`src/hdl/aoc_consts.svh`:
```
// Purpose: Named constants of the converter configuration block.
// Assumes: Included by the package and by every design module.
// Notes:   Definitions only; guarded against double inclusion.
`ifndef AOC_CONSTS_SVH
`define AOC_CONSTS_SVH

// ============================================================
// Register addresses and reset value
`define AOC_ADDR_PWR     8'h40
`define AOC_ADDR_IF      8'h41
`define AOC_ADDR_EDGE    8'h44
`define AOC_REG_RST      8'h00

// ============================================================
// Field positions
`define AOC_PM_MSB       3
`define AOC_PM_LSB       0
`define AOC_IF_SEL_BIT   7
`define AOC_EDGE_HI_MSB  7
`define AOC_EDGE_HI_LSB  5
`define AOC_EDGE_LO_MSB  4
`define AOC_EDGE_LO_LSB  2

// ============================================================
// Power mode codes
`define AOC_PM_PINS      4'h0
`define AOC_PM_NORMAL    4'h8
`define AOC_PM_BUF_B_OFF 4'h9
`define AOC_PM_BUF_A_OFF 4'ha
`define AOC_PM_BUF_OFF   4'hb
`define AOC_PM_GLOBAL_PD 4'hc
`define AOC_PM_STBY_B    4'hd
`define AOC_PM_STBY_A    4'he
`define AOC_PM_MUX       4'hf

// ============================================================
// Edge position codes and shifts, in 26ths of the sample period
`define AOC_POS_DEFAULT0 3'h0
`define AOC_POS_DEFAULT1 3'h4
`define AOC_POS_DELAY4   3'h5
`define AOC_POS_ADV7     3'h6
`define AOC_POS_ADV4     3'h7
`define AOC_SHIFT_NONE   5'h00
`define AOC_SHIFT_P4     5'h04
`define AOC_SHIFT_M7     5'h19
`define AOC_SHIFT_M4     5'h1c

// ============================================================
// Serial frame end and zero data word
`define AOC_FRAME_LAST   5'h0f
`define AOC_DATA_ZERO    11'h000

`endif

```
`src/hdl/aoc_pkg.sv`:
```
// Purpose: Types and shared decode of the converter configuration block.
// Assumes: aoc_consts.svh is on the include path.
// Notes:   Edge shifts are two's complement counts of ts/26.
`include "aoc_consts.svh"

package aoc_pkg;

    // ============================================================
    // Carriers
    typedef struct packed {
        logic       valid;
        logic [7:0] addr;
        logic [7:0] data;
    } aoc_wr_type;

    typedef struct packed {
        logic buf_a_en;
        logic buf_b_en;
        logic global_pd;
        logic standby_a;
        logic standby_b;
        logic mux_mode;
    } aoc_pwr_type;

    typedef struct packed {
        logic [4:0] rise;
        logic [4:0] fall;
    } aoc_edge_type;

    typedef enum logic [1:0] {
        AOC_RX_IDLE  = 2'h0,
        AOC_RX_SHIFT = 2'h1
    } aoc_rx_state_type;

    // ============================================================
    // Edge position decode
    function automatic logic [4:0] aoc_shift(input logic [2:0] code);
        case (code)
            `AOC_POS_DELAY4: aoc_shift = `AOC_SHIFT_P4;
            `AOC_POS_ADV7:   aoc_shift = `AOC_SHIFT_M7;
            `AOC_POS_ADV4:   aoc_shift = `AOC_SHIFT_M4;
            default:         aoc_shift = `AOC_SHIFT_NONE;
        endcase
    endfunction : aoc_shift

endpackage : aoc_pkg

```
`src/hdl/aoc_config.sv`:
```
// Purpose: Power, interface and output clock edge configuration of a
//          dual-channel 11-bit converter.
// Assumes: Pins and sample words are synchronous to clk_sys.
// Notes:   Edge shifts leave as ts/26 counts for the clock output stage.
`timescale 1ns/1ps
`default_nettype none
`include "aoc_consts.svh"

// Behaviour
// Mode 0000 takes power-down from pins.
// Mode 1000 runs everything normally.
// Modes 1001/1010/1011 disable B/A/both buffers.
// Mode 1100 powers the whole device down.
// Mode 1101 standby B, 1110 standby A.
// Mode 1111 multiplexes, CMOS interface only.
// Multiplexed words interleave on channel A lines.
// Bit 7 selects CMOS (0) or LVDS (1).
// Host writes zero to interface bits 6..0.
// Two position fields; 000/100 mean default.
// Code 101 delays edge by 4/26 ts.
// Code 110 advances edge by 7/26 ts.
// Code 111 advances edge by 4/26 ts.
// Field-to-edge mapping follows the interface.
// Host writes same code to both fields; the bench also writes 8'hb8 (codes 101 and 110).
// Host writes zero to edge bits 1..0.
// Host avoids reserved mode codes 0001-0111.
// Host writes zero to power bits 7..4.
module aoc_config (
    // Clock and reset
    input  wire logic                 clk_sys,
    input  wire logic                 rst,
    input  wire logic                 ce,
    // Serial configuration pins
    input  wire logic                 ser_en_n,
    input  wire logic                 ser_clk,
    input  wire logic                 ser_data,
    // Power control pins
    input  wire logic                 power_pin_one,
    input  wire logic                 power_pin_two,
    input  wire logic                 power_pin_three,
    // Converted words
    input  wire logic                 sample_valid,
    input  wire logic [10:0]          chan_a_word,
    input  wire logic [10:0]          chan_b_word,
    // Configuration state
    output var  aoc_pkg::aoc_pwr_type  pwr_out,
    output logic                      lvds_sel_out,
    output var  aoc_pkg::aoc_edge_type edge_out,
    // Output data lines
    output logic [10:0]               chan_a_out,
    output logic [10:0]               chan_b_out,
    output logic                      data_valid_out
);
    import aoc_pkg::*;

    aoc_wr_type  wr;
    aoc_pwr_type pwr_next;
    logic [7:0]  pm_reg;
    logic [7:0]  if_reg;
    logic [7:0]  edge_reg;
    logic [3:0]  pm_code;
    logic [2:0]  pos_hi;
    logic [2:0]  pos_lo;
    logic [10:0] b_hold_reg;
    logic        phase_reg;
    logic        a_live;
    logic        b_live;

    aoc_serial_rx u_rx (
        .clk_sys  (clk_sys),
        .rst      (rst),
        .ce       (ce),
        .ser_en_n (ser_en_n),
        .ser_clk  (ser_clk),
        .ser_data (ser_data),
        .wr_out   (wr)
    );

    // ============================================================
    // Registers
    always_ff @(posedge clk_sys) begin
        if (rst) begin
            pm_reg <= `AOC_REG_RST;
        end else if (ce && wr.valid && wr.addr == `AOC_ADDR_PWR) begin
            pm_reg <= wr.data;
        end
    end

    // interface select
    always_ff @(posedge clk_sys) begin
        if (rst) begin
            if_reg <= `AOC_REG_RST;
        end else if (ce && wr.valid && wr.addr == `AOC_ADDR_IF) begin
            if_reg <= wr.data;
        end
    end

    always_ff @(posedge clk_sys) begin
        if (rst) begin
            edge_reg <= `AOC_REG_RST;
        end else if (ce && wr.valid && wr.addr == `AOC_ADDR_EDGE) begin
            edge_reg <= wr.data;
        end
    end

    assign pm_code = pm_reg[`AOC_PM_MSB:`AOC_PM_LSB];
    assign pos_hi  = edge_reg[`AOC_EDGE_HI_MSB:`AOC_EDGE_HI_LSB];
    assign pos_lo  = edge_reg[`AOC_EDGE_LO_MSB:`AOC_EDGE_LO_LSB];

    // ============================================================
    // Power mode decode
    // Reserved codes run as normal so a stray write never powers down.
    always_comb begin
        pwr_next = '{buf_a_en: 1'b1, buf_b_en: 1'b1, global_pd: 1'b0,
                     standby_a: 1'b0, standby_b: 1'b0, mux_mode: 1'b0};
        case (pm_code)
            // pin control
            `AOC_PM_PINS: begin
                pwr_next.global_pd = power_pin_one;
                pwr_next.standby_a = power_pin_two;
                pwr_next.standby_b = power_pin_three;
                pwr_next.buf_a_en  = ~power_pin_one;
                pwr_next.buf_b_en  = ~power_pin_one;
            end
            // normal run
            `AOC_PM_NORMAL: pwr_next.global_pd = 1'b0;
            // buffer disables
            `AOC_PM_BUF_B_OFF: pwr_next.buf_b_en = 1'b0;
            `AOC_PM_BUF_A_OFF: pwr_next.buf_a_en = 1'b0;
            `AOC_PM_BUF_OFF: begin
                pwr_next.buf_a_en = 1'b0;
                pwr_next.buf_b_en = 1'b0;
            end
            // global power-down
            `AOC_PM_GLOBAL_PD: begin
                pwr_next.global_pd = 1'b1;
                pwr_next.buf_a_en  = 1'b0;
                pwr_next.buf_b_en  = 1'b0;
            end
            // channel standby
            `AOC_PM_STBY_B: pwr_next.standby_b = 1'b1;
            `AOC_PM_STBY_A: pwr_next.standby_a = 1'b1;
            // multiplex only with CMOS
            `AOC_PM_MUX: pwr_next.mux_mode = ~if_reg[`AOC_IF_SEL_BIT];
            default: pwr_next.mux_mode = 1'b0;
        endcase
    end

    always_ff @(posedge clk_sys) begin
        if (rst) begin
            pwr_out      <= '0;
            lvds_sel_out <= 1'b0;
        end else if (ce) begin
            pwr_out      <= pwr_next;
            lvds_sel_out <= if_reg[`AOC_IF_SEL_BIT];
        end
    end

    // ============================================================
    // Output clock edges
    // field mapping swaps under LVDS
    // position decode
    always_ff @(posedge clk_sys) begin
        if (rst) begin
            edge_out <= '0;
        end else if (ce) begin
            if (if_reg[`AOC_IF_SEL_BIT]) begin
                edge_out.fall <= aoc_shift(pos_hi);
                edge_out.rise <= aoc_shift(pos_lo);
            end else begin
                edge_out.rise <= aoc_shift(pos_hi);
                edge_out.fall <= aoc_shift(pos_lo);
            end
        end
    end

    // ============================================================
    // Data path
    // Multiplexed mode needs a free cycle after each sample for word B.
    assign a_live = pwr_out.buf_a_en & ~pwr_out.standby_a;
    assign b_live = pwr_out.buf_b_en & ~pwr_out.standby_b;

    // interleave on channel A lines
    always_ff @(posedge clk_sys) begin
        if (rst) begin
            chan_a_out     <= `AOC_DATA_ZERO;
            chan_b_out     <= `AOC_DATA_ZERO;
            b_hold_reg     <= `AOC_DATA_ZERO;
            phase_reg      <= 1'b0;
            data_valid_out <= 1'b0;
        end else if (ce) begin
            if (pwr_out.mux_mode) begin
                chan_b_out <= `AOC_DATA_ZERO;
                if (sample_valid) begin
                    chan_a_out     <= chan_a_word;
                    b_hold_reg     <= chan_b_word;
                    phase_reg      <= 1'b1;
                    data_valid_out <= 1'b1;
                end else begin
                    if (phase_reg) begin
                        chan_a_out <= b_hold_reg;
                    end
                    data_valid_out <= phase_reg;
                    phase_reg      <= 1'b0;
                end
            end else begin
                phase_reg      <= 1'b0;
                data_valid_out <= sample_valid;
                if (sample_valid) begin
                    chan_a_out <= a_live ? chan_a_word : `AOC_DATA_ZERO;
                    chan_b_out <= b_live ? chan_b_word : `AOC_DATA_ZERO;
                end
            end
        end
    end
endmodule : aoc_config

`default_nettype wire

```
`src/hdl/aoc_serial_rx.sv`:
```
// Purpose: Serial write port: 16-bit frames, address then data, MSB first.
// Assumes: Serial pins are synchronous to clk_sys and slower than it.
// Notes:   One write strobe per complete frame; short frames are dropped.
`timescale 1ns/1ps
`default_nettype none
`include "aoc_consts.svh"

module aoc_serial_rx (
    // Clock and reset
    input  wire logic               clk_sys,
    input  wire logic               rst,
    input  wire logic               ce,
    // Serial pins
    input  wire logic               ser_en_n,
    input  wire logic               ser_clk,
    input  wire logic               ser_data,
    // Register write
    output var  aoc_pkg::aoc_wr_type wr_out
);
    import aoc_pkg::*;

    aoc_rx_state_type state_reg;
    logic             clk_prev_reg;
    logic [15:0]      shift_reg;
    logic [4:0]       count_reg;
    logic             rise;
    logic             live;

    assign rise = ser_clk & ~clk_prev_reg;
    assign live = (state_reg == AOC_RX_SHIFT) & ~ser_en_n;

    always_ff @(posedge clk_sys) begin
        if (rst) begin
            clk_prev_reg <= 1'b0;
        end else if (ce) begin
            clk_prev_reg <= ser_clk;
        end
    end

    // ============================================================
    // Frame state
    always_ff @(posedge clk_sys) begin
        if (rst) begin
            state_reg <= AOC_RX_IDLE;
        end else if (ce) begin
            unique case (state_reg)
                AOC_RX_IDLE:  if (!ser_en_n) state_reg <= AOC_RX_SHIFT;
                AOC_RX_SHIFT: if (ser_en_n) state_reg <= AOC_RX_IDLE;
                default:      state_reg <= AOC_RX_IDLE;
            endcase
        end
    end

    // Raising the enable mid-frame discards the partial word.
    always_ff @(posedge clk_sys) begin
        if (rst) begin
            count_reg <= 5'h00;
            shift_reg <= 16'h0000;
        end else if (ce) begin
            if (!live) begin
                count_reg <= 5'h00;
            end else if (rise) begin
                shift_reg <= {shift_reg[14:0], ser_data};
                count_reg <= (count_reg == `AOC_FRAME_LAST) ? 5'h00
                                                           : count_reg + 5'h01;
            end
        end
    end

    always_ff @(posedge clk_sys) begin
        if (rst) begin
            wr_out <= '0;
        end else if (ce) begin
            wr_out.valid <= live & rise & (count_reg == `AOC_FRAME_LAST);
            wr_out.addr  <= shift_reg[14:7];
            wr_out.data  <= {shift_reg[6:0], ser_data};
        end
    end
endmodule : aoc_serial_rx

`default_nettype wire

```
`config.mk`:
```
export PLATFORM = sky130hd
export DESIGN_NAME = aoc_config
export DESIGN_NICKNAME = d
export VERILOG_FILES = /design/src/hdl/aoc_pkg.sv /design/src/hdl/aoc_config.sv /design/src/hdl/aoc_serial_rx.sv
export VERILOG_INCLUDE_DIRS = /design/src /design/src/hdl
export SDC_FILE = /design/constraint.sdc
export NUM_CORES = 1
export LEC_CHECK = 0
export ABC_AREA = 1
export BUFFER_PORTS_ARGS = -buffer_cell sky130_fd_sc_hd__buf_2
export CORE_ASPECT_RATIO = 1.2
export CORE_MARGIN = 4
export CORE_UTILIZATION = 45
export DETAILED_ROUTE_END_ITERATION = 10
export HOLD_SLACK_MARGIN = 0.1
export PLACE_DENSITY = 0.74
export SLEW_MARGIN = 10
export SYNTH_ARGS = -nofsm -noshare
export SYNTH_HDL_FRONTEND = slang
export SYNTH_SLANG_ARGS = --single-unit
```
`constraint.sdc`:
```
create_clock -name clk_sys -period 1.19 [get_ports clk_sys]
set_input_delay 0.119 -clock clk_sys [delete_from_list [all_inputs] [get_ports clk_sys]]
set_output_delay 0.119 -clock clk_sys [all_outputs]
set_load 0.05 [all_outputs]
```
# == Word level (Yosys, flattened, before mapping) ==
# Cells that the tools add are included.
# Widths: inputs -> output; s select.
# classes
n_addsub,1
eq_ne,21
n_mux,27
n_bitwise,12
reduce_logical,16
# op_table
op,n
$mux 11,8
$pmux 5 s3,2
$eq 4x4->1 const B,7
$eq 8x7->1 const B,3
$eq 3x3->1 const B,6
$mux 5,3
$reduce_and 3->1,4
$mux 10,1
$pmux 1 s2,5
$and 1x1->1,6
$not 1->1,6
$reduce_or 3->1,2
$add 5x1->5 const B,1
$eq 5x4->1 const B,1
$mux 1,5
$logic_and 1x1->1,4
$logic_not 4->1,1
$mux 2,2
$ne 2x2->1 const B,2
$pmux 2 s2,1
$reduce_and 2->1,2
$reduce_bool 2->1,2
$eq 2x1->1 const B,1
$logic_not 2->1,1
$ne 2x1->1 const B,1
# totals
register_bits,112
in_bits,32
out_inout_bits,40
elab_cells,101

# == Longest topological paths before layout ==
# Gate-level depths: netlist (run 1).
# depth
ltp_word,5
ltp_mapped,8
depth_no_buf,8

# == Cells and area by module ==
# Synthesis (run 1) repeated with hierarchy kept, for this count alone.
# hier_totals
hier_cells,581
area_unflattened_um2,4180.3
# modules_own_cells
module,instances,cells_each,area_each_um2
aoc_config,1,393,2682.6
aoc_serial_rx,1,188,1497.7

# == Worst setup path after synthesis (run 1) ==
# Ideal clock, no wire load.
# synth_timing
path_kind,register -> register
from,register pwr_out[0] (netlist name)
to,register chan_a_out[10]
t_arrival_ns,1.416
setup_slack_ns,-0.344
path_stages_with_launch,9
n_path_buf,1
synth_period_minus_slack_ns,1.534
cell_sequence,dfxtp_1 -> nand2_1 -> inv_1 -> nand2_1 -> nand2_1 -> buf_4 -> nand2_1 -> a21oi_1 -> nor2_1
# synth_between
elab_chain_len,2
# synth_rtl
element,line_no,text
"start, declared",aoc_config.sv:46,"output var aoc_pkg::aoc_pwr_type pwr_out,"
"start signal, assigned",aoc_config.sv:154,pwr_out <= pwr_next;
$reduce_bool 2->1 (no line),-,
$reduce_and 3->1 (no line),-,
"end signal, assigned",aoc_config.sv:186,chan_a_out <= `AOC_DATA_ZERO;
"end signal, assigned",aoc_config.sv:195,chan_a_out <= chan_a_word;
"end signal, assigned",aoc_config.sv:201,chan_a_out <= b_hold_reg;
"end, declared",aoc_config.sv:50,"output logic [10:0] chan_a_out,"
# Several ways; a longest one is shown, not always the timed one.
# A chain may end at the register's enable or synchronous reset.

# == Worst setup path in the final report (run 1) ==
# layout_timing
from,register pwr_out[0] (netlist name)
to,register chan_a_out[7]
# Same word-level chain as after synthesis.

==> flow_metrics.py, run 1 <==
metrics = {
    "run_status": {
        "status": "finished, violations left",
        "violations": "negative setup slack",
    },
    "cts": {
        "htreeDepth": 3,
        "cts_made_buffers": 9,
        "clk_path_buf_depth": 2,
        "cts_tree": "built",
        "cts_root_buf": "clkbuf_8",
        "cts.sinks": 98,
        "clkTransAtPathRegs_ps": 100,
        "worstSkewPairLatency_ps": 370,
    },
    "timing": {
        "fin_setup_tns_ps": -30.9,
        "period_needed_ps": 1210,
        "final-setup-viol-count": 2,
        "slew_viol_final": 0,
        "layout_setup_ws_ps": -21.5,
        "timing.fmax_mhz": 825,
        "rsz0062_at_grt": "true",
        "fin_crit_sh": 1.02,
        "finClkSkew_ps": 8.16,
        "whs_ps": 198,
        "hold_viol": 0,
    },
    "power": {
        "vdd_ir_drop_max_mv": 0.844,
        "power.density_mw_per_mm2": 1210,
        "p_leak_nw": 2.34,
        "p_total_mw": 6.66,
    },
    "finish": {
        "largest_register_ffs": 17,
        "drive_gt1_frac": 0.271,
        "final_cell_mix": "nand2_1 (103), dfxtp_1 (90), nor2_1 (81)",
        "final_common_cell": "nand2_1",
        "stdcell_count": 796,
        "layout.nets": 708,
        "area_growth_pct": 37.6,
        "fillers": 702,
        "antenna-diode-count": 0,
    },
    "worst_setup_path": {
        "arrival_ps": 1480,
        "cpMaxStageDelayCell": "dfxtp_4",
        "cpMostUsedCell": "nand2_4",
        "r2r_start": "pwr_out[0]",
        "cp_slowest_stage_delay_ps": 400,
        "reg2reg_slack_ps": -20,
        "critPathLaunchType": "flop",
        "path_cells": "nand2_2 -> inv_2 -> nand2_4 -> nand2_4 -> nand2_1 -> a21oi_1 -> nor2_1",
        "worst_ep_required_time_ps": 1460,
        "worstSetupEndpointType": "flop",
        "reg2reg_depth": 7,
        "reg2reg_to": "chan_a_out[7]",
        "path_class": "reg -> reg",
        "path_max_fanout": 6,
    },
    "job": {
        "cap_violations": 0,
    },
    "grt": {
        "grt_max_degree": 64,
        "grt_pass1_wl_mm": 17.0,
        "grt_remaining_overflow": 0,
        "antenna_found_initial": 0,
        "grt.total_usage": 0.201,
        "grt_pass1_vias": 3768,
    },
    "placed_design": {
        "dpl.cell_count": 743,
        "place.gp.congestion": 0.874,
        "dp_hpwl_mm": 6.67,
        "io_buffers": 69,
    },
    "routing": {
        "drt_iter0_markers": 288,
        "wl_per_cell_microns": 14.1,
        "vias": 4131,
        "drt_wl_total_mm": 11.3,
        "vias_per_cell": 5.19,
        "drcViolationCount": 0,
        "dr.pass1.iters": 5,
        "ant_nets": 0,
    },
    "die": {
        "core-area_sq_mm": 0.00861,
        "die_h_microns": 111,
        "rows": 37,
        "dieArea_sq_mm": 0.0104,
        "die_x_microns": 93.9,
        "start_util": 0.463,
        "boundaryPins": 72,
    },
    "worst_hold_path": {
        "hold_end": "u_rx.state_reg[0]",
        "worstHoldPathCells": 4,
        "hold_class": "in -> reg",
        "worstHoldStart": "ce",
    },
    "synth": {
        "postSynthAreaPerCell_sq_um": 7.18,
        "synth_cell_type_count": 20,
        "ys_ff_latch": 98,
        "synth_cells": 555,
        "netlist_area_sq_mm": 0.00398,
        "synth_warnings": 0,
        "synth_seq_area_share": 0.493,
    },
}
==> power breakdown <==
group	leakage (nW)	switching, mW	internal, mW
logic	1.43	0.640	0.367
registers	0.802	0.0707	3.39
clock network	0.100	1.20	0.990
total	2.34	1.91	4.75
==> layout make-up <==
type	count	area [sq um]	area share
Clock buffer	9	124	0.0226
Clock inverter	7	77.6	0.0142
Inverter	42	169	0.0308
Multi-Input combinational cell	387	1940	0.355
Sequential cell	98	1970	0.360
Tap cell	117	146	0.0267
Timing Repair Buffer	136	1040	0.191
==> Yosys cell counts (all sizes together) <==
cell type  count  area (sq um)
nor3           1          10.0
clkbuf        17          63.8
inv           40           150
conb           1          3.75
xor2           1          8.76
a31oi          6          37.5
a21oi         58           290
nand3         39           195
o21ai         62           310
nand4          8          50.1
clkinv         2          7.51
nand2        110           413
dfxtp         98          1960
nor2          96           365
ha             2          25.0
buf           14          90.1
==> worst max path at each step <==
stage,depth (start not counted),startpoint,slack [ps],to
2_1_floorplan,5,u_rx.state_reg[0],-20,u_rx.shift_reg[14]
3_3_place_gp,5,pwr_out[0],-120,chan_a_out[2]
3_5_place_dp,5,pwr_out[0],-190,chan_a_out[5]
4_1_cts,8,u_rx.wr_out[14],-20,if_reg[7]
5_1_grt,7,pwr_out[0],-50,chan_a_out[0]
6_report,7,pwr_out[0],-20,chan_a_out[7]
==> kinds of logic after synthesis <==
group | count (synthesis) | share of synthesized area
xor gates and xnor gates | 1 | 0.00220
and+or+nand+nor | 254 | 0.260
AOI/OAI and AO/OA | 126 | 0.160
DFF | 98 | 0.493
buffers and inverters | 73 | 0.0782
other | 1 | 0.000942
adders and majority gates | 2 | 0.00628
==> worst max-delay path, delay by kind of cell, from the launching register on <==
| family | cells | cell delay [ps] |
|---|---|---|
| DFF | 1 | 400 |
| buffers and inverters | 1 | 90 |
| AOI/OAI and AO/OA | 1 | 190 |
| and+or+nand+nor | 5 | 420 |
==> repair_timing <==
item | CTS | global route
resized for setup | 27 | 87
setup buffers | 1 | 2
setup endpoints to repair | 37 | 80
endpoints found under the hold margin | 43 | 0
pin swaps | 1 | 9
hold buffers | 28 | 0
gates cloned | 0 | 6
==> metrics by stage <==
stage                     cell area, sq um   util  worst slack, ps
after floorplan                       4010      -            -16.4
after global placement                4610  0.535             -125
after detailed placement              4610  0.535             -185
after CTS                             5150  0.598            -21.0
after global routing                  5480  0.636            -48.4
final                                 5480  0.636            -21.5
==> routing by layer <==
layer,share of wire,GRT usage
met4,0.033,0.0800
met1,0.40,0.252
met2,0.50,0.329
met3,0.062,0.0455
met5,0,0
Power figures use the tool's default switching activity.
==> run 2: changes to the inputs <==
ABC_AREA = default   (was 1)
CTS_CLUSTER_SIZE = 8   (was default)
SLEW_MARGIN = 40   (was 10)
==> flow_metrics.py, run 2 <==
metrics = {
    "synth": {
        "synth_edf_count": 0,
        "synth-adder-area-share": 0.00644,
        "yosys-top-cells-count": "dfxtp_1 (98), nor2_1 (74), nand2_1 (73)",
        "yosysMostFrequentCell": "dfxtp_1",
        "ys_ff_latch": 98,
        "postSynthAreaPerCell_sq_um": 8.73,
        "synthSimpleGateAreaFrac": 0.228,
        "synth_mux_area_frac": 0.0825,
        "netlist.area_leader.share": 0.505,
        "synth_warnings": 0,
        "synthTopCellsByArea": "dfxtp_1 (51%), mux2i_1 (8.2%), nor2_1 (7.2%)",
        "synth_top_family_by_area": "simple AND/OR/NAND/NOR gates",
        "ys.flop_type": "dfxtp_1",
        "synth_compound_area_frac": 0.128,
        "synth_seq_area_share": 0.505,
        "synth-xor-area-share": 0.00226,
        "async_flop_share": 0,
        "synth_top_area_cell": "dfxtp_1",
        "synth_cell_type_count": 40,
        "synth_cells": 445,
        "netlist_area_sq_mm": 0.00388,
    },
    "cts": {
        "cts_tree": "built",
        "cts_root_buf": "clkbuf_8",
        "clkTransAtPathRegs_ps": 100,
        "clk_path_buf_depth": 2,
        "cts.sinks": 98,
        "cts_made_buffers": 9,
        "htreeDepth": 3,
        "worstSkewPairLatency_ps": 370,
    },
    "grt": {
        "antenna_found_initial": 0,
        "grt.total_usage": 0.195,
        "grt_max_degree": 57,
        "grt_pass1_vias": 3449,
        "grt_pass1_wl_mm": 15.9,
        "grt_remaining_overflow": 0,
    },
    "timing": {
        "fin_crit_sh": 1.11,
        "fin_setup_tns_ps": -2220,
        "final-setup-viol-count": 31,
        "slew_viol_final": 0,
        "period_needed_ps": 1330,
        "rsz0062_at_grt": "true",
        "finClkSkew_ps": 12.6,
        "timing.fmax_mhz": 754,
        "layout_setup_ws_ps": -137,
        "hold_viol": 0,
    },
    "routing": {
        "drt_iter0_markers": 99,
        "ant_nets": 0,
        "vias_per_cell": 5.14,
        "drt_wl_total_mm": 10.0,
        "dr.pass1.iters": 5,
        "wl_per_cell_microns": 14.5,
        "drcViolationCount": 0,
        "vias": 3554,
    },
    "finish": {
        "layout.nets": 606,
        "drive_gt1_frac": 0.345,
        "final_common_cell": "dfxtp_1",
        "largest_register_ffs": 17,
        "stdcell_area_sq_mm": 0.00545,
        "final_cell_mix": "dfxtp_1 (86), nor2_1 (70), nand2_1 (69)",
        "area_growth_pct": 40.4,
        "antenna-diode-count": 0,
        "fillers": 664,
    },
    "die": {
        "core-area_sq_mm": 0.00829,
        "die_h_microns": 110,
        "boundaryPins": 72,
        "start_util": 0.469,
        "die_x_microns": 92.8,
        "rows": 36,
        "dieArea_sq_mm": 0.0102,
    },
    "worst_setup_path": {
        "worst_ep_required_time_ps": 1450,
        "crit_family": "simple AND/OR/NAND/NOR gates",
        "worstSetupEndpointType": "flop",
        "critPathLaunchType": "flop",
        "crit_buf_inv": 1,
        "cp_slowest_stage_delay_ps": 340,
        "arrival_ps": 1590,
        "path_max_fanout": 6,
        "path_cells": "nor4b_4 -> buf_4 -> nand4b_4 -> mux2i_1 -> nor2_1",
        "cpMaxStageDelayCell": "dfxtp_2",
        "path_class": "reg -> reg",
    },
    "placed_design": {
        "place_area_sq_mm": 0.00471,
        "dp_hpwl_mm": 6.69,
        "place.gp.congestion": 0.833,
        "io_buffers": 69,
    },
    "run_status": {
        "violations": "negative setup slack",
        "status": "finished, violations left",
    },
    "power": {
        "power.density_mw_per_mm2": 1190,
        "p_leak_nw": 2.42,
        "vdd_ir_drop_max_mv": 0.804,
    },
    "job": {
        "cap_violations": 0,
    },
    "worst_hold_path": {
        "hold_class": "in -> reg",
    },
}
run 2: worst paths after layout:
kind	startpoint	endpoint	slack [ps]	cells after the start
setup / recovery	u_rx.wr_out[15]	edge_reg[6]	-140	5
hold / removal	rst	pwr_out[3]	190	3
setup reg to reg	u_rx.wr_out[15]	edge_reg[6]	-140	5
hold reg to reg	b_hold_reg[10]	b_hold_reg[10]	470	2
run 2: power by group:
part	switching (mW)	total [mW]	internal (mW)	leakage, nW
combinational	0.520	0.861	0.340	1.51
sequential	0.0395	3.38	3.34	0.801
clock	1.23	2.24	1.01	0.103
run 2: stage by stage:
stage                     std cells  total power [mW]  setup slack (ps)  hold slack, ps   util
after global placement          640              4.19              -126             378  0.568
final                           691              6.48              -137             190  0.658
after floorplan                 446              3.96              -145             255      -
after detailed placement        640              4.20              -189             379  0.568
after global routing            691              6.77              -244             192  0.658
after CTS                       682              6.50              -147             165  0.633
run 2: logic make-up after synthesis:
group,count (synthesis)
compound gates,79
xor+xnor,1
mux,32
fa+ha+maj,2
simple gates,196
other cells,1
flops,98
buf+inv,36
run 2: worst min-delay path, stage by stage:
cell and delay [ps]:
buf_2 140, inv_1 120, a31o_2 160
run 2: area by class of cell:
cell class	count	area, sq um	area share
timing repair buffer	148	1110	0.203
clock inverter	7	86.3	0.0158
clock buffer	9	124	0.0227
multi-input combinational	312	2000	0.367
tap	114	143	0.0262
sequential	98	1980	0.363
inverter	3	11.3	0.00206
run 2: what timing repair did:
item,4_1_cts,5_1_grt
hold buffers,24,0
cloned,0,1
hold endpoints to repair,36,0
resized for setup,21,36
pin swaps,9,18
setup endpoints to repair,54,78
buffers inserted,2,9
run 2: per-layer routing:
| layer | up-vias | share of wire | track usage |
|---|---|---|---|
| li1 | 1781 | - | - |
| met1 | 1682 | 0.41 | 0.220 |
| met2 | 77 | 0.53 | 0.346 |
| met3 | 14 | 0.043 | 0.0520 |
| met4 | 0 | 0.019 | 0.0869 |
| met5 | - | 0 | 0 |
